$ cat src/rbm_map.vh
// register map, command codes and timing constants of the ring controller
`ifndef RBM_MAP_VH
`define RBM_MAP_VH
// device register indices reached over the device register port
`define RBM_DEV_CMD 4'h0
`define RBM_DEV_RING_FIRST 4'h1
`define RBM_DEV_RING_END 4'h2
`define RBM_DEV_READ_LIMIT 4'h3
`define RBM_DEV_ISTAT 4'h7
`define RBM_DEV_RSTART_LO 4'h8
`define RBM_DEV_RSTART_HI 4'h9
`define RBM_DEV_RCOUNT_LO 4'ha
`define RBM_DEV_RCOUNT_HI 4'hb
`define RBM_DEV_TXCFG 4'hd
`define RBM_DEV_WRITE_PTR 4'he
// command register values
`define RBM_CMD_HALT 8'h21
`define RBM_CMD_START 8'h22
`define RBM_CMD_RESEND 8'h26
`define RBM_CMD_TXREQ_BIT 2
// interrupt status bits
`define RBM_IS_SENT_BIT 1
`define RBM_IS_FAULT_BIT 3
`define RBM_IS_OVW_BIT 4
// transmit configuration values: the two loopback modes and normal
`define RBM_TXCFG_LOOP1 8'h02
`define RBM_TXCFG_LOOP2 8'h04
`define RBM_TXCFG_NORMAL 8'h00
// own registers on the avalon slave, byte addresses
`define RBM_REG_CTRL 4'h0
`define RBM_REG_STATUS 4'h4
`define RBM_REG_RING 4'h8
`define RBM_REG_PTRS 4'hc
// control register fields
`define RBM_CTRL_INIT_BIT 0
`define RBM_CTRL_RECOVER_BIT 1
`define RBM_CTRL_POP_BIT 2
`define RBM_CTRL_LOOP2_BIT 3
// timing: halt wait of 1.6 ms counted in 100 MHz clock cycles
`define RBM_HALT_WAIT_CYC 18'd160000
`endif

$ cat src/rbm_dev_port.v
// single device register access sequencer with a fixed strobe length
`timescale 1ns/1ps
`default_nettype none
module rbm_dev_port (
  input wire clk_i,
  input wire rst_n_i,
  input wire go_i,
  input wire wr_i,
  input wire [3:0] addr_i,
  input wire [7:0] wdata_i,
  input wire [7:0] dev_rdata_i,
  output reg dev_cs_ff,
  output reg dev_we_ff,
  output reg [3:0] dev_addr_ff,
  output reg [7:0] dev_wdata_ff,
  output reg [7:0] rdata_ff,
  output reg done_ff
);
  reg [1:0] cnt_ff;
  // strobe held four cycles so a slow device sees a stable access
  always @(posedge clk_i) begin
    if (!rst_n_i) begin
      dev_cs_ff <= 1'b0;
      dev_we_ff <= 1'b0;
      dev_addr_ff <= 4'h0;
      dev_wdata_ff <= 8'h00;
      rdata_ff <= 8'h00;
      done_ff <= 1'b0;
      cnt_ff <= 2'h0;
    end else begin
      done_ff <= 1'b0;
      if (!dev_cs_ff && go_i) begin
        dev_cs_ff <= 1'b1;
        dev_we_ff <= wr_i;
        dev_addr_ff <= addr_i;
        dev_wdata_ff <= wdata_i;
        cnt_ff <= 2'h0;
      end else if (dev_cs_ff) begin
        cnt_ff <= cnt_ff + 2'h1;
        if (cnt_ff == 2'h3) begin
          dev_cs_ff <= 1'b0;
          dev_we_ff <= 1'b0;
          rdata_ff <= dev_rdata_i;
          done_ff <= 1'b1;
        end
      end
    end
  end
endmodule // rbm_dev_port
`default_nettype wire

$ cat src/rbm_ring_ctrl.v
// host side controller: ring setup, packet pointer upkeep and overflow recovery
//
// Decided for this implementation: the Avalon-MM register port and the placing of the registers.
`timescale 1ns/1ps
`default_nettype none
`include "rbm_map.vh"
// Notes on behaviour
// - recovery saves transmit request then writes 21 hex to halt
// - controller waits at least 1.6 ms after halt, ignoring reset flag
// - both remote byte count registers cleared after the wait
// - resend set only if saved request and neither sent nor fault flag
// - loopback via transmit config bits, restored to normal afterwards
// - 22 hex starts the device and its remote channel in loopback
// - in loopback remove a packet, clear warning, then leave loopback
// - with resend set, clear it and write 26 hex
// - read limit kept at least one page behind write pointer
// - init read limit to ring start, write and read pointer one above
// - ring start page is never programmed to zero
// - after a read, read limit becomes next page minus one, wrapped
module rbm_ring_ctrl (
  input wire clk_i,
  input wire rst_n_i,
  input wire [3:0] avs_address_i,
  input wire avs_read_i,
  input wire avs_write_i,
  input wire [31:0] avs_writedata_i,
  output reg [31:0] avs_readdata_o,
  output reg avs_waitrequest_o,
  input wire [7:0] dev_rdata_i,
  output wire dev_cs_o,
  output wire dev_we_o,
  output wire [3:0] dev_addr_o,
  output wire [7:0] dev_wdata_o,
  output reg busy_o,
  output reg resend_o
);
  // sequencer states; every device access passes through S_WAITDONE
  localparam S_IDLE = 5'd0;
  localparam S_INIT_HALT = 5'd1;
  localparam S_INIT_FIRST = 5'd2;
  localparam S_INIT_END = 5'd3;
  localparam S_INIT_LIMIT = 5'd4;
  localparam S_INIT_WPTR = 5'd5;
  localparam S_INIT_START = 5'd6;
  localparam S_RC_RDCMD = 5'd7;
  localparam S_RC_HALT = 5'd8;
  localparam S_RC_WAIT = 5'd9;
  localparam S_RC_CLRLO = 5'd10;
  localparam S_RC_CLRHI = 5'd11;
  localparam S_RC_RDIS = 5'd12;
  localparam S_RC_LOOP = 5'd13;
  localparam S_RC_START = 5'd14;
  localparam S_RC_RSLO = 5'd15;
  localparam S_RC_RSHI = 5'd16;
  localparam S_RC_WAITPOP = 5'd17;
  localparam S_RC_LIMIT = 5'd18;
  localparam S_RC_CLROVW = 5'd19;
  localparam S_RC_NORMAL = 5'd20;
  localparam S_RC_RESEND = 5'd21;
  localparam S_POP_LIMIT = 5'd22;
  localparam S_WAITDONE = 5'd23;

  reg [4:0] state_ff;
  reg [4:0] ret_ff;
  // host-side copies of the ring bounds and pointers
  reg [7:0] first_pg_ff;
  reg [7:0] end_pg_ff;
  reg [7:0] next_pkt_ff;
  reg [7:0] limit_ff;
  reg [7:0] hdr_next_ff;
  reg loop2_ff;
  reg txreq_saved_ff;
  reg pop_pend_ff;
  reg ovf_count_ff;
  reg [17:0] wait_ff;
  reg go_ff;
  reg wr_ff;
  reg [3:0] addr_ff;
  reg [7:0] wdata_ff;
  wire [7:0] port_rdata;
  wire port_done;
  // next page minus one with wrap to ring end minus one
  wire [7:0] hdr_minus1 = hdr_next_ff - 8'h01;
  wire [7:0] limit_calc = (hdr_minus1 < first_pg_ff) ? (end_pg_ff - 8'h01) : hdr_minus1;

  rbm_dev_port u_port (
    .clk_i(clk_i),
    .rst_n_i(rst_n_i),
    .go_i(go_ff),
    .wr_i(wr_ff),
    .addr_i(addr_ff),
    .wdata_i(wdata_ff),
    .dev_rdata_i(dev_rdata_i),
    .dev_cs_ff(dev_cs_o),
    .dev_we_ff(dev_we_o),
    .dev_addr_ff(dev_addr_o),
    .dev_wdata_ff(dev_wdata_o),
    .rdata_ff(port_rdata),
    .done_ff(port_done)
  );

  // avalon slave: one-cycle waitrequest then answer, control writes start sequences
  always @(posedge clk_i) begin
    if (!rst_n_i) begin
      avs_waitrequest_o <= 1'b1;
      avs_readdata_o <= 32'h0000_0000;
      first_pg_ff <= 8'h01;
      end_pg_ff <= 8'h02;
      loop2_ff <= 1'b0;
      hdr_next_ff <= 8'h00;
    end else begin
      avs_waitrequest_o <= 1'b1;
      // a new request is answered next cycle; read data loaded now stands at that edge
      if ((avs_read_i || avs_write_i) && avs_waitrequest_o) begin
        avs_waitrequest_o <= 1'b0;
        if (avs_read_i) begin
          case (avs_address_i)
            `RBM_REG_STATUS: avs_readdata_o <= {22'h0, ovf_count_ff, txreq_saved_ff,
              resend_o, busy_o, state_ff, pop_pend_ff};
            `RBM_REG_RING: avs_readdata_o <= {16'h0, end_pg_ff, first_pg_ff};
            `RBM_REG_PTRS: avs_readdata_o <= {8'h0, limit_ff, next_pkt_ff, hdr_next_ff};
            `RBM_REG_CTRL: avs_readdata_o <= {28'h0, loop2_ff, 3'h0};
            default: avs_readdata_o <= 32'h0000_0000;
          endcase
        end
      end
      // writes land only at the edge where the master samples waitrequest low
      if (avs_write_i && !avs_waitrequest_o) begin
        case (avs_address_i)
          `RBM_REG_CTRL: begin
            loop2_ff <= avs_writedata_i[`RBM_CTRL_LOOP2_BIT];
          end
          `RBM_REG_RING: begin
            if (avs_writedata_i[7:0] != 8'h00) begin
              first_pg_ff <= avs_writedata_i[7:0];
            end
            end_pg_ff <= avs_writedata_i[15:8];
          end
          `RBM_REG_PTRS: begin
            hdr_next_ff <= avs_writedata_i[7:0];
          end
          default: begin
          end
        endcase
      end
    end
  end

  // control write strobe, aligned with the register writes above
  wire ctrl_wr = avs_write_i && !avs_waitrequest_o && (avs_address_i == `RBM_REG_CTRL);

  // sequencer: each device access is issued then awaited in S_WAITDONE
  always @(posedge clk_i) begin
    if (!rst_n_i) begin
      state_ff <= S_IDLE;
      ret_ff <= S_IDLE;
      go_ff <= 1'b0;
      wr_ff <= 1'b0;
      addr_ff <= 4'h0;
      wdata_ff <= 8'h00;
      next_pkt_ff <= 8'h00;
      limit_ff <= 8'h00;
      txreq_saved_ff <= 1'b0;
      resend_o <= 1'b0;
      busy_o <= 1'b0;
      pop_pend_ff <= 1'b0;
      ovf_count_ff <= 1'b0;
      wait_ff <= 18'h0;
    end else begin
      go_ff <= 1'b0;
      case (state_ff)
        // init beats recover, which beats a pending pop
        S_IDLE: begin
          busy_o <= 1'b0;
          if (ctrl_wr && avs_writedata_i[`RBM_CTRL_INIT_BIT]) begin
            busy_o <= 1'b1;
            state_ff <= S_INIT_HALT;
          end else if (ctrl_wr && avs_writedata_i[`RBM_CTRL_RECOVER_BIT]) begin
            busy_o <= 1'b1;
            ovf_count_ff <= 1'b1;
            state_ff <= S_RC_RDCMD;
          end else if (pop_pend_ff) begin
            busy_o <= 1'b1;
            pop_pend_ff <= 1'b0;
            state_ff <= S_POP_LIMIT;
          end
        end
        // init halts first so ring registers change while the device is idle
        S_INIT_HALT: begin
          go_ff <= 1'b1; wr_ff <= 1'b1; addr_ff <= `RBM_DEV_CMD; wdata_ff <= `RBM_CMD_HALT;
          ret_ff <= S_INIT_FIRST; state_ff <= S_WAITDONE;
        end
        // ring bounds follow the values software loaded
        S_INIT_FIRST: begin
          go_ff <= 1'b1; wr_ff <= 1'b1; addr_ff <= `RBM_DEV_RING_FIRST; wdata_ff <= first_pg_ff;
          ret_ff <= S_INIT_END; state_ff <= S_WAITDONE;
        end
        S_INIT_END: begin
          go_ff <= 1'b1; wr_ff <= 1'b1; addr_ff <= `RBM_DEV_RING_END; wdata_ff <= end_pg_ff;
          ret_ff <= S_INIT_LIMIT; state_ff <= S_WAITDONE;
        end
        S_INIT_LIMIT: begin
          go_ff <= 1'b1; wr_ff <= 1'b1; addr_ff <= `RBM_DEV_READ_LIMIT; wdata_ff <= first_pg_ff;
          limit_ff <= first_pg_ff;
          ret_ff <= S_INIT_WPTR; state_ff <= S_WAITDONE;
        end
        S_INIT_WPTR: begin
          go_ff <= 1'b1; wr_ff <= 1'b1; addr_ff <= `RBM_DEV_WRITE_PTR;
          wdata_ff <= first_pg_ff + 8'h01;
          next_pkt_ff <= first_pg_ff + 8'h01;
          ret_ff <= S_INIT_START; state_ff <= S_WAITDONE;
        end
        // init ends by starting the device
        S_INIT_START: begin
          go_ff <= 1'b1; wr_ff <= 1'b1; addr_ff <= `RBM_DEV_CMD; wdata_ff <= `RBM_CMD_START;
          ret_ff <= S_IDLE; state_ff <= S_WAITDONE;
        end
        S_RC_RDCMD: begin
          go_ff <= 1'b1; wr_ff <= 1'b0; addr_ff <= `RBM_DEV_CMD;
          ret_ff <= S_RC_HALT; state_ff <= S_WAITDONE;
        end
        S_RC_HALT: begin
          txreq_saved_ff <= port_rdata[`RBM_CMD_TXREQ_BIT];
          go_ff <= 1'b1; wr_ff <= 1'b1; addr_ff <= `RBM_DEV_CMD; wdata_ff <= `RBM_CMD_HALT;
          wait_ff <= 18'h0;
          ret_ff <= S_RC_WAIT; state_ff <= S_WAITDONE;
        end
        S_RC_WAIT: begin
          wait_ff <= wait_ff + 18'h1;
          if (wait_ff == `RBM_HALT_WAIT_CYC - 18'd1) begin
            state_ff <= S_RC_CLRLO;
          end
        end
        S_RC_CLRLO: begin
          go_ff <= 1'b1; wr_ff <= 1'b1; addr_ff <= `RBM_DEV_RCOUNT_LO; wdata_ff <= 8'h00;
          ret_ff <= S_RC_CLRHI; state_ff <= S_WAITDONE;
        end
        S_RC_CLRHI: begin
          go_ff <= 1'b1; wr_ff <= 1'b1; addr_ff <= `RBM_DEV_RCOUNT_HI; wdata_ff <= 8'h00;
          ret_ff <= S_RC_RDIS; state_ff <= S_WAITDONE;
        end
        // status read feeds the resend decision
        S_RC_RDIS: begin
          go_ff <= 1'b1; wr_ff <= 1'b0; addr_ff <= `RBM_DEV_ISTAT;
          ret_ff <= S_RC_LOOP; state_ff <= S_WAITDONE;
        end
        S_RC_LOOP: begin
          resend_o <= txreq_saved_ff && !port_rdata[`RBM_IS_SENT_BIT]
            && !port_rdata[`RBM_IS_FAULT_BIT];
          go_ff <= 1'b1; wr_ff <= 1'b1; addr_ff <= `RBM_DEV_TXCFG;
          wdata_ff <= loop2_ff ? `RBM_TXCFG_LOOP2 : `RBM_TXCFG_LOOP1;
          ret_ff <= S_RC_START; state_ff <= S_WAITDONE;
        end
        S_RC_START: begin
          go_ff <= 1'b1; wr_ff <= 1'b1; addr_ff <= `RBM_DEV_CMD; wdata_ff <= `RBM_CMD_START;
          ret_ff <= S_RC_RSLO; state_ff <= S_WAITDONE;
        end
        // read pointer into remote start; page is upper byte
        S_RC_RSLO: begin
          go_ff <= 1'b1; wr_ff <= 1'b1; addr_ff <= `RBM_DEV_RSTART_LO; wdata_ff <= 8'h00;
          ret_ff <= S_RC_RSHI; state_ff <= S_WAITDONE;
        end
        // high byte of remote start carries the page
        S_RC_RSHI: begin
          go_ff <= 1'b1; wr_ff <= 1'b1; addr_ff <= `RBM_DEV_RSTART_HI; wdata_ff <= next_pkt_ff;
          ret_ff <= S_RC_WAITPOP; state_ff <= S_WAITDONE;
        end
        // software reads a packet then sets pop
        S_RC_WAITPOP: begin
          if (pop_pend_ff) begin
            pop_pend_ff <= 1'b0;
            state_ff <= S_RC_LIMIT;
          end
        end
        // advance read limit; stays behind write pointer
        S_RC_LIMIT: begin
          next_pkt_ff <= hdr_next_ff;
          limit_ff <= limit_calc;
          go_ff <= 1'b1; wr_ff <= 1'b1; addr_ff <= `RBM_DEV_READ_LIMIT; wdata_ff <= limit_calc;
          ret_ff <= S_RC_CLROVW; state_ff <= S_WAITDONE;
        end
        S_RC_CLROVW: begin
          go_ff <= 1'b1; wr_ff <= 1'b1; addr_ff <= `RBM_DEV_ISTAT;
          wdata_ff <= 8'h01 << `RBM_IS_OVW_BIT;
          ret_ff <= S_RC_NORMAL; state_ff <= S_WAITDONE;
        end
        S_RC_NORMAL: begin
          go_ff <= 1'b1; wr_ff <= 1'b1; addr_ff <= `RBM_DEV_TXCFG; wdata_ff <= `RBM_TXCFG_NORMAL;
          ret_ff <= resend_o ? S_RC_RESEND : S_IDLE; state_ff <= S_WAITDONE;
        end
        // clear resend and write 26 hex
        S_RC_RESEND: begin
          resend_o <= 1'b0;
          go_ff <= 1'b1; wr_ff <= 1'b1; addr_ff <= `RBM_DEV_CMD; wdata_ff <= `RBM_CMD_RESEND;
          ret_ff <= S_IDLE; state_ff <= S_WAITDONE;
        end
        S_POP_LIMIT: begin
          next_pkt_ff <= hdr_next_ff;
          limit_ff <= limit_calc;
          go_ff <= 1'b1; wr_ff <= 1'b1; addr_ff <= `RBM_DEV_READ_LIMIT; wdata_ff <= limit_calc;
          ret_ff <= S_IDLE; state_ff <= S_WAITDONE;
        end
        // the port pulses done once its strobe has ended
        S_WAITDONE: begin
          if (port_done) begin
            state_ff <= ret_ff;
          end
        end
        // unused codes fall back to idle
        default: begin
          state_ff <= S_IDLE;
        end
      endcase
      // pop request is sticky; placed last so a new pop beats a same-cycle consume
      if (ctrl_wr && avs_writedata_i[`RBM_CTRL_POP_BIT]) begin
        pop_pend_ff <= 1'b1;
      end
    end
  end
endmodule // rbm_ring_ctrl
`default_nettype wire

$ cat config.mk
export PLATFORM = sky130hd
export DESIGN_NAME = rbm_ring_ctrl
export DESIGN_NICKNAME = d
export VERILOG_FILES = /design/src/rbm_dev_port.v /design/src/rbm_ring_ctrl.v
export VERILOG_INCLUDE_DIRS = /design/src /design/src/src
export SDC_FILE = /design/constraint.sdc
export NUM_CORES = 1
export LEC_CHECK = 0
export BUFFER_PORTS_ARGS = -buffer_cell sky130_fd_sc_hd__buf_4
export CAP_MARGIN = 40
export CELL_PAD_IN_SITES_DETAIL_PLACEMENT = 1
export CELL_PAD_IN_SITES_GLOBAL_PLACEMENT = 1
export CORE_MARGIN = 2
export CORE_UTILIZATION = 35
export DETAILED_ROUTE_END_ITERATION = 6
export PLACE_DENSITY_LB_ADDON = 0.1
export SETUP_SLACK_MARGIN = 0.4
export SYNTH_ARGS = -nofsm -noshare
export SYNTH_HDL_FRONTEND = slang
export SYNTH_SLANG_ARGS = --single-unit
$ cat constraint.sdc
create_clock -name clk_i -period 3.3 [get_ports clk_i]
set_input_delay 0.33 -clock clk_i [delete_from_list [all_inputs] [get_ports clk_i]]
set_output_delay 0.33 -clock clk_i [all_outputs]
set_load 0.005 [all_outputs]
==> reports/metrics.yaml, run 1 <==
cp_data_required_time_ps: 3640
grt_overflow: 0
reg2reg_depth: 12
place_ws_ps: 303
r2r_slack_ps: 550
maxSlewViolCount: 0
grt_start_max_net_pins: 56
ir_drop_mv: 0.446
row_count: 51
antenna_found_initial: 0
io_pins: 97
drive_gt1_frac: 0.159
endpoint_kind: "flip-flop"
fin_cells: 1251
arrival_ps: 3090
hold_class: "in2reg"
vias_per_cell: 5.53
post-cts-setup-buffers: 0
r2r-end: "wdata_ff[4]$_SDFFE_PN0P_"
cts_buffer_depth: 2
syn_avg_cell_area_um2: 7.55
core_um2: 19500
rsz0062_at_grt: "no"
drt_iter0_markers: 471
dieArea_um2: 21000
hold_buffers: 0
path_class: "reg2reg"
start_util: 0.356
crit_fanout: 6
syn_area_um2: 6930
ys_ff_latch: 133
diodes: 0
fin_ws_ps: 551
first_pass_iters: 5
fin_area_um2: 8510
cts_root_buffer: "clkbuf_16"
critPathTopFamily: "compound AO/OA/AOI/OAI gates"
dp_hpwl_um: 17400
cp_cell_sequence: "inv_1 -> ha_1 -> nand2_1 -> xor2_2 -> inv_1 -> ha_1 -> and3_1 -> a221oi_2 -> o21ai_2 -> buf_4 -> o31a_1 -> a211oi_1"
max-cap-violations: 0
syn2layout_area_growth_pct: 22.8
hold_violations: 0
power_leakage_uw: 0.00308
antenna_left: 0
netlist_instances: 919
wl_um: 24000
ys_warn_count: 0
die_w_um: 145
status: "completed"
worstSetupPathDepth: 12
max_freq_mhz: 364
cts_buffers: 17
synth_cell_types: 66
start_kind: "flip-flop"
period_share: 0.833
synth_edf_count: 0
reg2reg_from: "hdr_next_ff[1]$_SDFFE_PN0P_"
powerDensity_nw_per_um2: 714
grt_pass1_vias: 6552
placed_area_um2: 7760
yosysSeqAreaShare: 0.384
slowest_stage: "dfxtp_4"
cp-endpoint: "wdata_ff[4]$_SDFFE_PN0P_"
path_buf_inv: 3
cp_slowest_stage_delay_ps: 400
cts_tree: "yes"
avgRoutedWirePerCell_um: 19.2
gr-usage-all-layers: 0.233
place_inst: 1219
vias: 6913
worst_pin_slew_ps: 857
grt_pass1_wl_um: 37300
crit_start: "hdr_next_ff[1]$_SDFFE_PN0P_"
period_minus_slack_ps: 2750
route.detailed.drc: 0
clock-sinks: 133
relSlewSlack: 0.427
htree_levels: 4
p_total_uw: 6080
port_buffers: 67
setup-violations-final: 0
setup_tns_ps: 0
layout.nets: 1034
synthArstFlopShare: 0
cts.clk_slew.worst_paths_ps: 70
clk_latency_ps: 430
ys.flop_type: "dfxtp_1"
fp.dieH_um: 145
gp_congestion: 0.860
skew_ps: 10.5
cells by family after synthesis:
| family | after synthesis | share of synthesized area |
|---|---|---|
| AOI/OAI and AO/OA | 244 | 0.225 |
| xor gates and xnor gates | 20 | 0.0253 |
| adders and majority gates | 12 | 0.0217 |
| buffers and inverters | 98 | 0.0576 |
| DFF | 133 | 0.384 |
| muxes | 17 | 0.0253 |
| other | 1 | 0.000541 |
| and+or+nand+nor | 394 | 0.261 |
area by class of cell:
class                           count  area (um2)
Multi-Input combinational cell    695        3950
Inverter                           24        91.3
Clock buffer                       17         425
Sequential cell                   133        2670
Tap cell                          265         332
Fill cell                        2431       10900
Timing Repair Buffer              103         790
Clock inverter                     14         250
layer usage:
| metal | vias up | share of wire | global-route usage | routed length, um |
|---|---|---|---|---|
| met5 | - | 0 | 0 | 0 |
| met4 | 0 | 0.018 | 0.0761 | 425 |
| met3 | 29 | 0.034 | 0.0306 | 818 |
| met2 | 131 | 0.43 | 0.345 | 10300 |
| met1 | 3382 | 0.52 | 0.348 | 12400 |
| li1 | 3371 | - | - | - |
layout by cell type, fill, tap and decap left out, types with 7 or more instances in the layout:
master | netlist | routed
conb_1 | 1 | 8
mux2i_1 | 13 | 13
nand3_1 | 42 | 42
and3_1 | 12 | 12
o21ai_0 | 32 | 31
nor2b_1 | 8 | 8
buf_4 | 8 | 101
nand2_1 | 134 | 134
clkbuf_16 | 0 | 17
a221oi_1 | 11 | 10
inv_1 | 22 | 22
nor3_1 | 25 | 24
a31oi_1 | 20 | 20
nor2_1 | 116 | 116
ha_1 | 12 | 12
a21oi_1 | 91 | 91
a22oi_1 | 20 | 20
or3_1 | 7 | 7
dfxtp_1 | 133 | 130
nand2b_1 | 9 | 9
xnor2_1 | 15 | 15
a211oi_1 | 10 | 10
o211ai_1 | 14 | 14
state kept, by name (all words and copies together) (netlist names), 2 cells and up:
signal	count
avs_readdata_o	24
wait_ff	18
end_pg_ff	8
first_pg_ff	8
hdr_next_ff	8
limit_ff	8
next_pkt_ff	8
u_port.dev_wdata_ff	8
wdata_ff	8
ret_ff	5
state_ff	5
addr_ff	4
u_port.dev_addr_ff	4
u_port.rdata_ff	3
u_port.cnt_ff	2
worst reg2reg max path: stages, from the launching register on:
cell,delay [ps]
dfxtp_4,400
inv_1,60
ha_1,220
nand2_1,110
xor2_2,170
inv_1,60
ha_1,290
and3_1,180
a221oi_2,290
o21ai_2,130
buf_4,200
o31a_1,310
a211oi_1,240
metrics by stage:
stage / hold slack [ps] / utilization
2_1_floorplan: 427 / -
3_3_place_gp: 440 / 0.399
3_5_place_dp: 446 / 0.399
4_1_cts: 90.6 / 0.435
5_1_grt: 92.9 / 0.437
6_report: 98.9 / 0.437
worst min-delay path by stage:
stage	startpoint	end	slack, ps	cells past startpoint
floorplan	wdata_ff[6]$_SDFFE_PN0P_	u_port.dev_wdata_ff[6]$_SDFFE_PN0P_	430	2
global placement	ret_ff[4]$_SDFFE_PN0P_	ret_ff[4]$_SDFFE_PN0P_	440	2
detailed placement	avs_readdata_o[18]$_SDFFE_PN0P_	avs_readdata_o[18]$_SDFFE_PN0P_	450	2
CTS	avs_read_i	avs_waitrequest_o$_SDFF_PN1_	90	2
global route	avs_read_i	avs_waitrequest_o$_SDFF_PN1_	90	2
finish	avs_read_i	avs_waitrequest_o$_SDFF_PN1_	100	2
cell usage after synthesis, drive strengths merged, types with 7 or more instances:
| cell | instances | area (um2) |
|---|---|---|
| a211oi | 10 | 75.1 |
| a21oi | 91 | 455 |
| a221oi | 11 | 96.3 |
| a22oi | 20 | 150 |
| a31oi | 21 | 138 |
| and3 | 12 | 75.1 |
| buf | 11 | 72.6 |
| clkbuf | 63 | 236 |
| dfxtp | 133 | 2660 |
| ha | 12 | 150 |
| inv | 24 | 90.1 |
| mux2i | 13 | 130 |
| nand2 | 134 | 503 |
| nand2b | 9 | 56.3 |
| nand3 | 42 | 210 |
| nor2 | 116 | 435 |
| nor2b | 8 | 50.1 |
| nor3 | 26 | 141 |
| nor4 | 7 | 43.8 |
| o211ai | 14 | 105 |
| o21ai | 32 | 160 |
| or3 | 7 | 43.8 |
| xnor2 | 15 | 131 |
where the power goes:
group	switching (uW)	internal, uW	leakage [uW]
Clock	785	1420	0.000328
Combinational	1130	676	0.00167
Sequential	257	1810	0.00108
repair_timing:
| item | CTS | global route |
|---|---|---|
| pin swaps | 1 | 0 |
| endpoints found under the hold margin | 0 | 0 |
| resized for setup | 6 | 9 |
| endpoints found under the setup margin | 16 | 15 |
| cloned | 0 | 1 |
Power figures use the tool's default switching activity.
==> run 2, diff against run 1 <==
==> constraint.sdc (replaced) <==
create_clock -name clk_i -period 2.65 [get_ports clk_i]
set_input_delay 0.265 -clock clk_i [delete_from_list [all_inputs] [get_ports clk_i]]
set_output_delay 0.265 -clock clk_i [all_outputs]
set_load 0.005 [all_outputs]
==> reports/metrics.yaml, run 2 (same netlist as run 1, synthesis figures left out) <==
pwr-share-clk: 0.328
clock-sinks: 133
htree_levels: 4
die_w_um: 145
hold_depth: 2
r2r_slack_ps: 30
start_kind: "flip-flop"
period_share: 0.989
io_pins: 97
ir_drop_mv: 0.516
reg2reg_from: "hdr_next_ff[1]$_SDFFE_PN0P_"
setup-violations-final: 0
crit_fanout: 6
row_count: 51
gp_congestion: 0.904
antenna_left: 0
cp_data_required_time_ps: 3000
cts_root_buffer: "clkbuf_16"
maxSlewViolCount: 0
rsz0062_at_grt: "yes"
clk_latency_ps: 430
endpoint_kind: "flip-flop"
route.detailed.drc: 0
grt_pass1_wl_um: 41000
p_switching_uw: 2790
relSlewSlack: 0.473
antenna_found_initial: 0
fin_hold_ws_ps: 48.2
p_comb_frac: 0.335
worst_pin_slew_ps: 789
cts_buffers: 17
final_cell_mix: "buf_4 (139), nand2_1 (134), dfxtp_1 (126), nor2_1 (113), a21oi_1 (90)"
powerDensity_nw_per_um2: 848
arrival_ps: 2970
cts.clk_slew.worst_paths_ps: 70
hold_class: "in2reg"
syn2layout_area_growth_pct: 28.0
grt_pass1_vias: 7328
core_um2: 19500
setup_tns_ps: 0
top_register: "avs_readdata_o"
sw_frac_of_total: 0.370
internal-power_uw: 4740
vias_per_cell: 5.67
hold-path-endpoint: "avs_waitrequest_o$_SDFF_PN1_"
first_pass_iters: 5
largest_reg_flops: 24
largestRegisters: "avs_readdata_o (24), wait_ff (18)"
vias: 7328
path_class: "reg2reg"
dieArea_um2: 21000
wl_um: 26200
layout.nets: 1074
skew_ps: 13.3
period_minus_slack_ps: 2620
start_util: 0.356
hold_violations: 0
fp.dieH_um: 145
dp_hpwl_um: 19700
cts_buffer_depth: 2
drive_gt1_frac: 0.213
hold_buffers: 0
hp-start: "avs_read_i"
grt_start_max_net_pins: 45
reg2reg_depth: 13
avgRoutedWirePerCell_um: 20.3
diodes: 0
port_buffers: 67
cts_tree: "yes"
max_freq_mhz: 382
drt_iter0_markers: 473
seq_power_share: 0.337
power_leakage_uw: 0.00325
grt_overflow: 0
max-cap-violations: 0
status: "completed"
gr-usage-all-layers: 0.257
layout_commonest_cell: "buf_4"
r2r-end: "wdata_ff[1]$_SDFFE_PN0P_"
## run 2: cell types whose count changed in the layout (fill, tap and decap cells not counted), moves of 3 or more
cell,delta
nor2_1,-3
bufinv_16,-3
buf_4,+38
dfxtp_1,-4
dfxtp_2,+4
## run 2: what timing repair did
action / 4_1_cts / 5_1_grt
gates resized for setup: 23 / 14
pin swaps: 19 / 20
setup endpoints to repair: 26 / 30
setup buffers: 8 / 2
gates cloned: 1 / 0
## run 2: critical path: stages (launching register included)
cell      delay (ps)
dfxtp_1          420
inv_1             70
ha_2             190
nand2_1          120
xor2_2           180
inv_2             70
ha_4             260
and3_4           190
o211ai_1         100
buf_4            170
o21ai_4          250
mux2i_1          240
nand2_1          100
o221ai_1         170
## run 2: worst max path at each step
stage                                           start                  endpoint  slack [ps]
after detailed placement  hdr_next_ff[0]$_SDFFE_PN0P_  limit_ff[5]$_SDFFE_PN0P_        -100
after floorplan           hdr_next_ff[3]$_SDFFE_PN0P_  limit_ff[2]$_SDFFE_PN0P_         250
final                     hdr_next_ff[1]$_SDFFE_PN0P_  wdata_ff[1]$_SDFFE_PN0P_          30
after global placement    hdr_next_ff[1]$_SDFFE_PN0P_  wdata_ff[3]$_SDFFE_PN0P_          40
after CTS                 hdr_next_ff[2]$_SDFFE_PN0P_  wdata_ff[1]$_SDFFE_PN0P_          10
after global routing      hdr_next_ff[5]$_SDFFE_PN0P_  limit_ff[1]$_SDFFE_PN0P_        -180
## run 2: per-stage QoR
step	area [um2]	power [uW]	worst slack [ps]	std cells	util
6_report	8870	7520	29.3	1292	0.456
4_1_cts	8800	7500	10.5	1290	0.452
3_5_place_dp	8040	4980	-99.6	1249	0.413
5_1_grt	8870	7910	-175	1292	0.456
3_3_place_gp	8040	4910	40.8	1249	0.413
2_1_floorplan	7050	3980	252	926	-
## run 2: area by class of cell
class	instances	area (um2)
inverters	24	90.1
well taps	265	332
repair buffers	142	1090
multi-input cells	696	4090
fillers	2398	10600
flip-flops and latches	133	2680
clock inverters	14	174
clock buffers	18	429
## run 2: metal layers
metal  GRT usage  wire, um  part of all wire  vias up
li1            -         -                 -     3452
met3      0.0313      1120             0.043       32
met1       0.367     12800              0.49     3636
met4      0.0797       405             0.015        0
met5           0         0                 0        -
met2       0.403     11900              0.45      208
## run 2: power groups by stage
stage / Sequential [uW] / Combinational (uW) / Clock [uW]
finish: 2540 / 2520 / 2470
global route: 2560 / 2770 / 2570
detailed placement: 2560 / 2420 / 0
floorplan: 2410 / 1570 / 0
CTS: 2530 / 2480 / 2490
global placement: 2560 / 2350 / 0
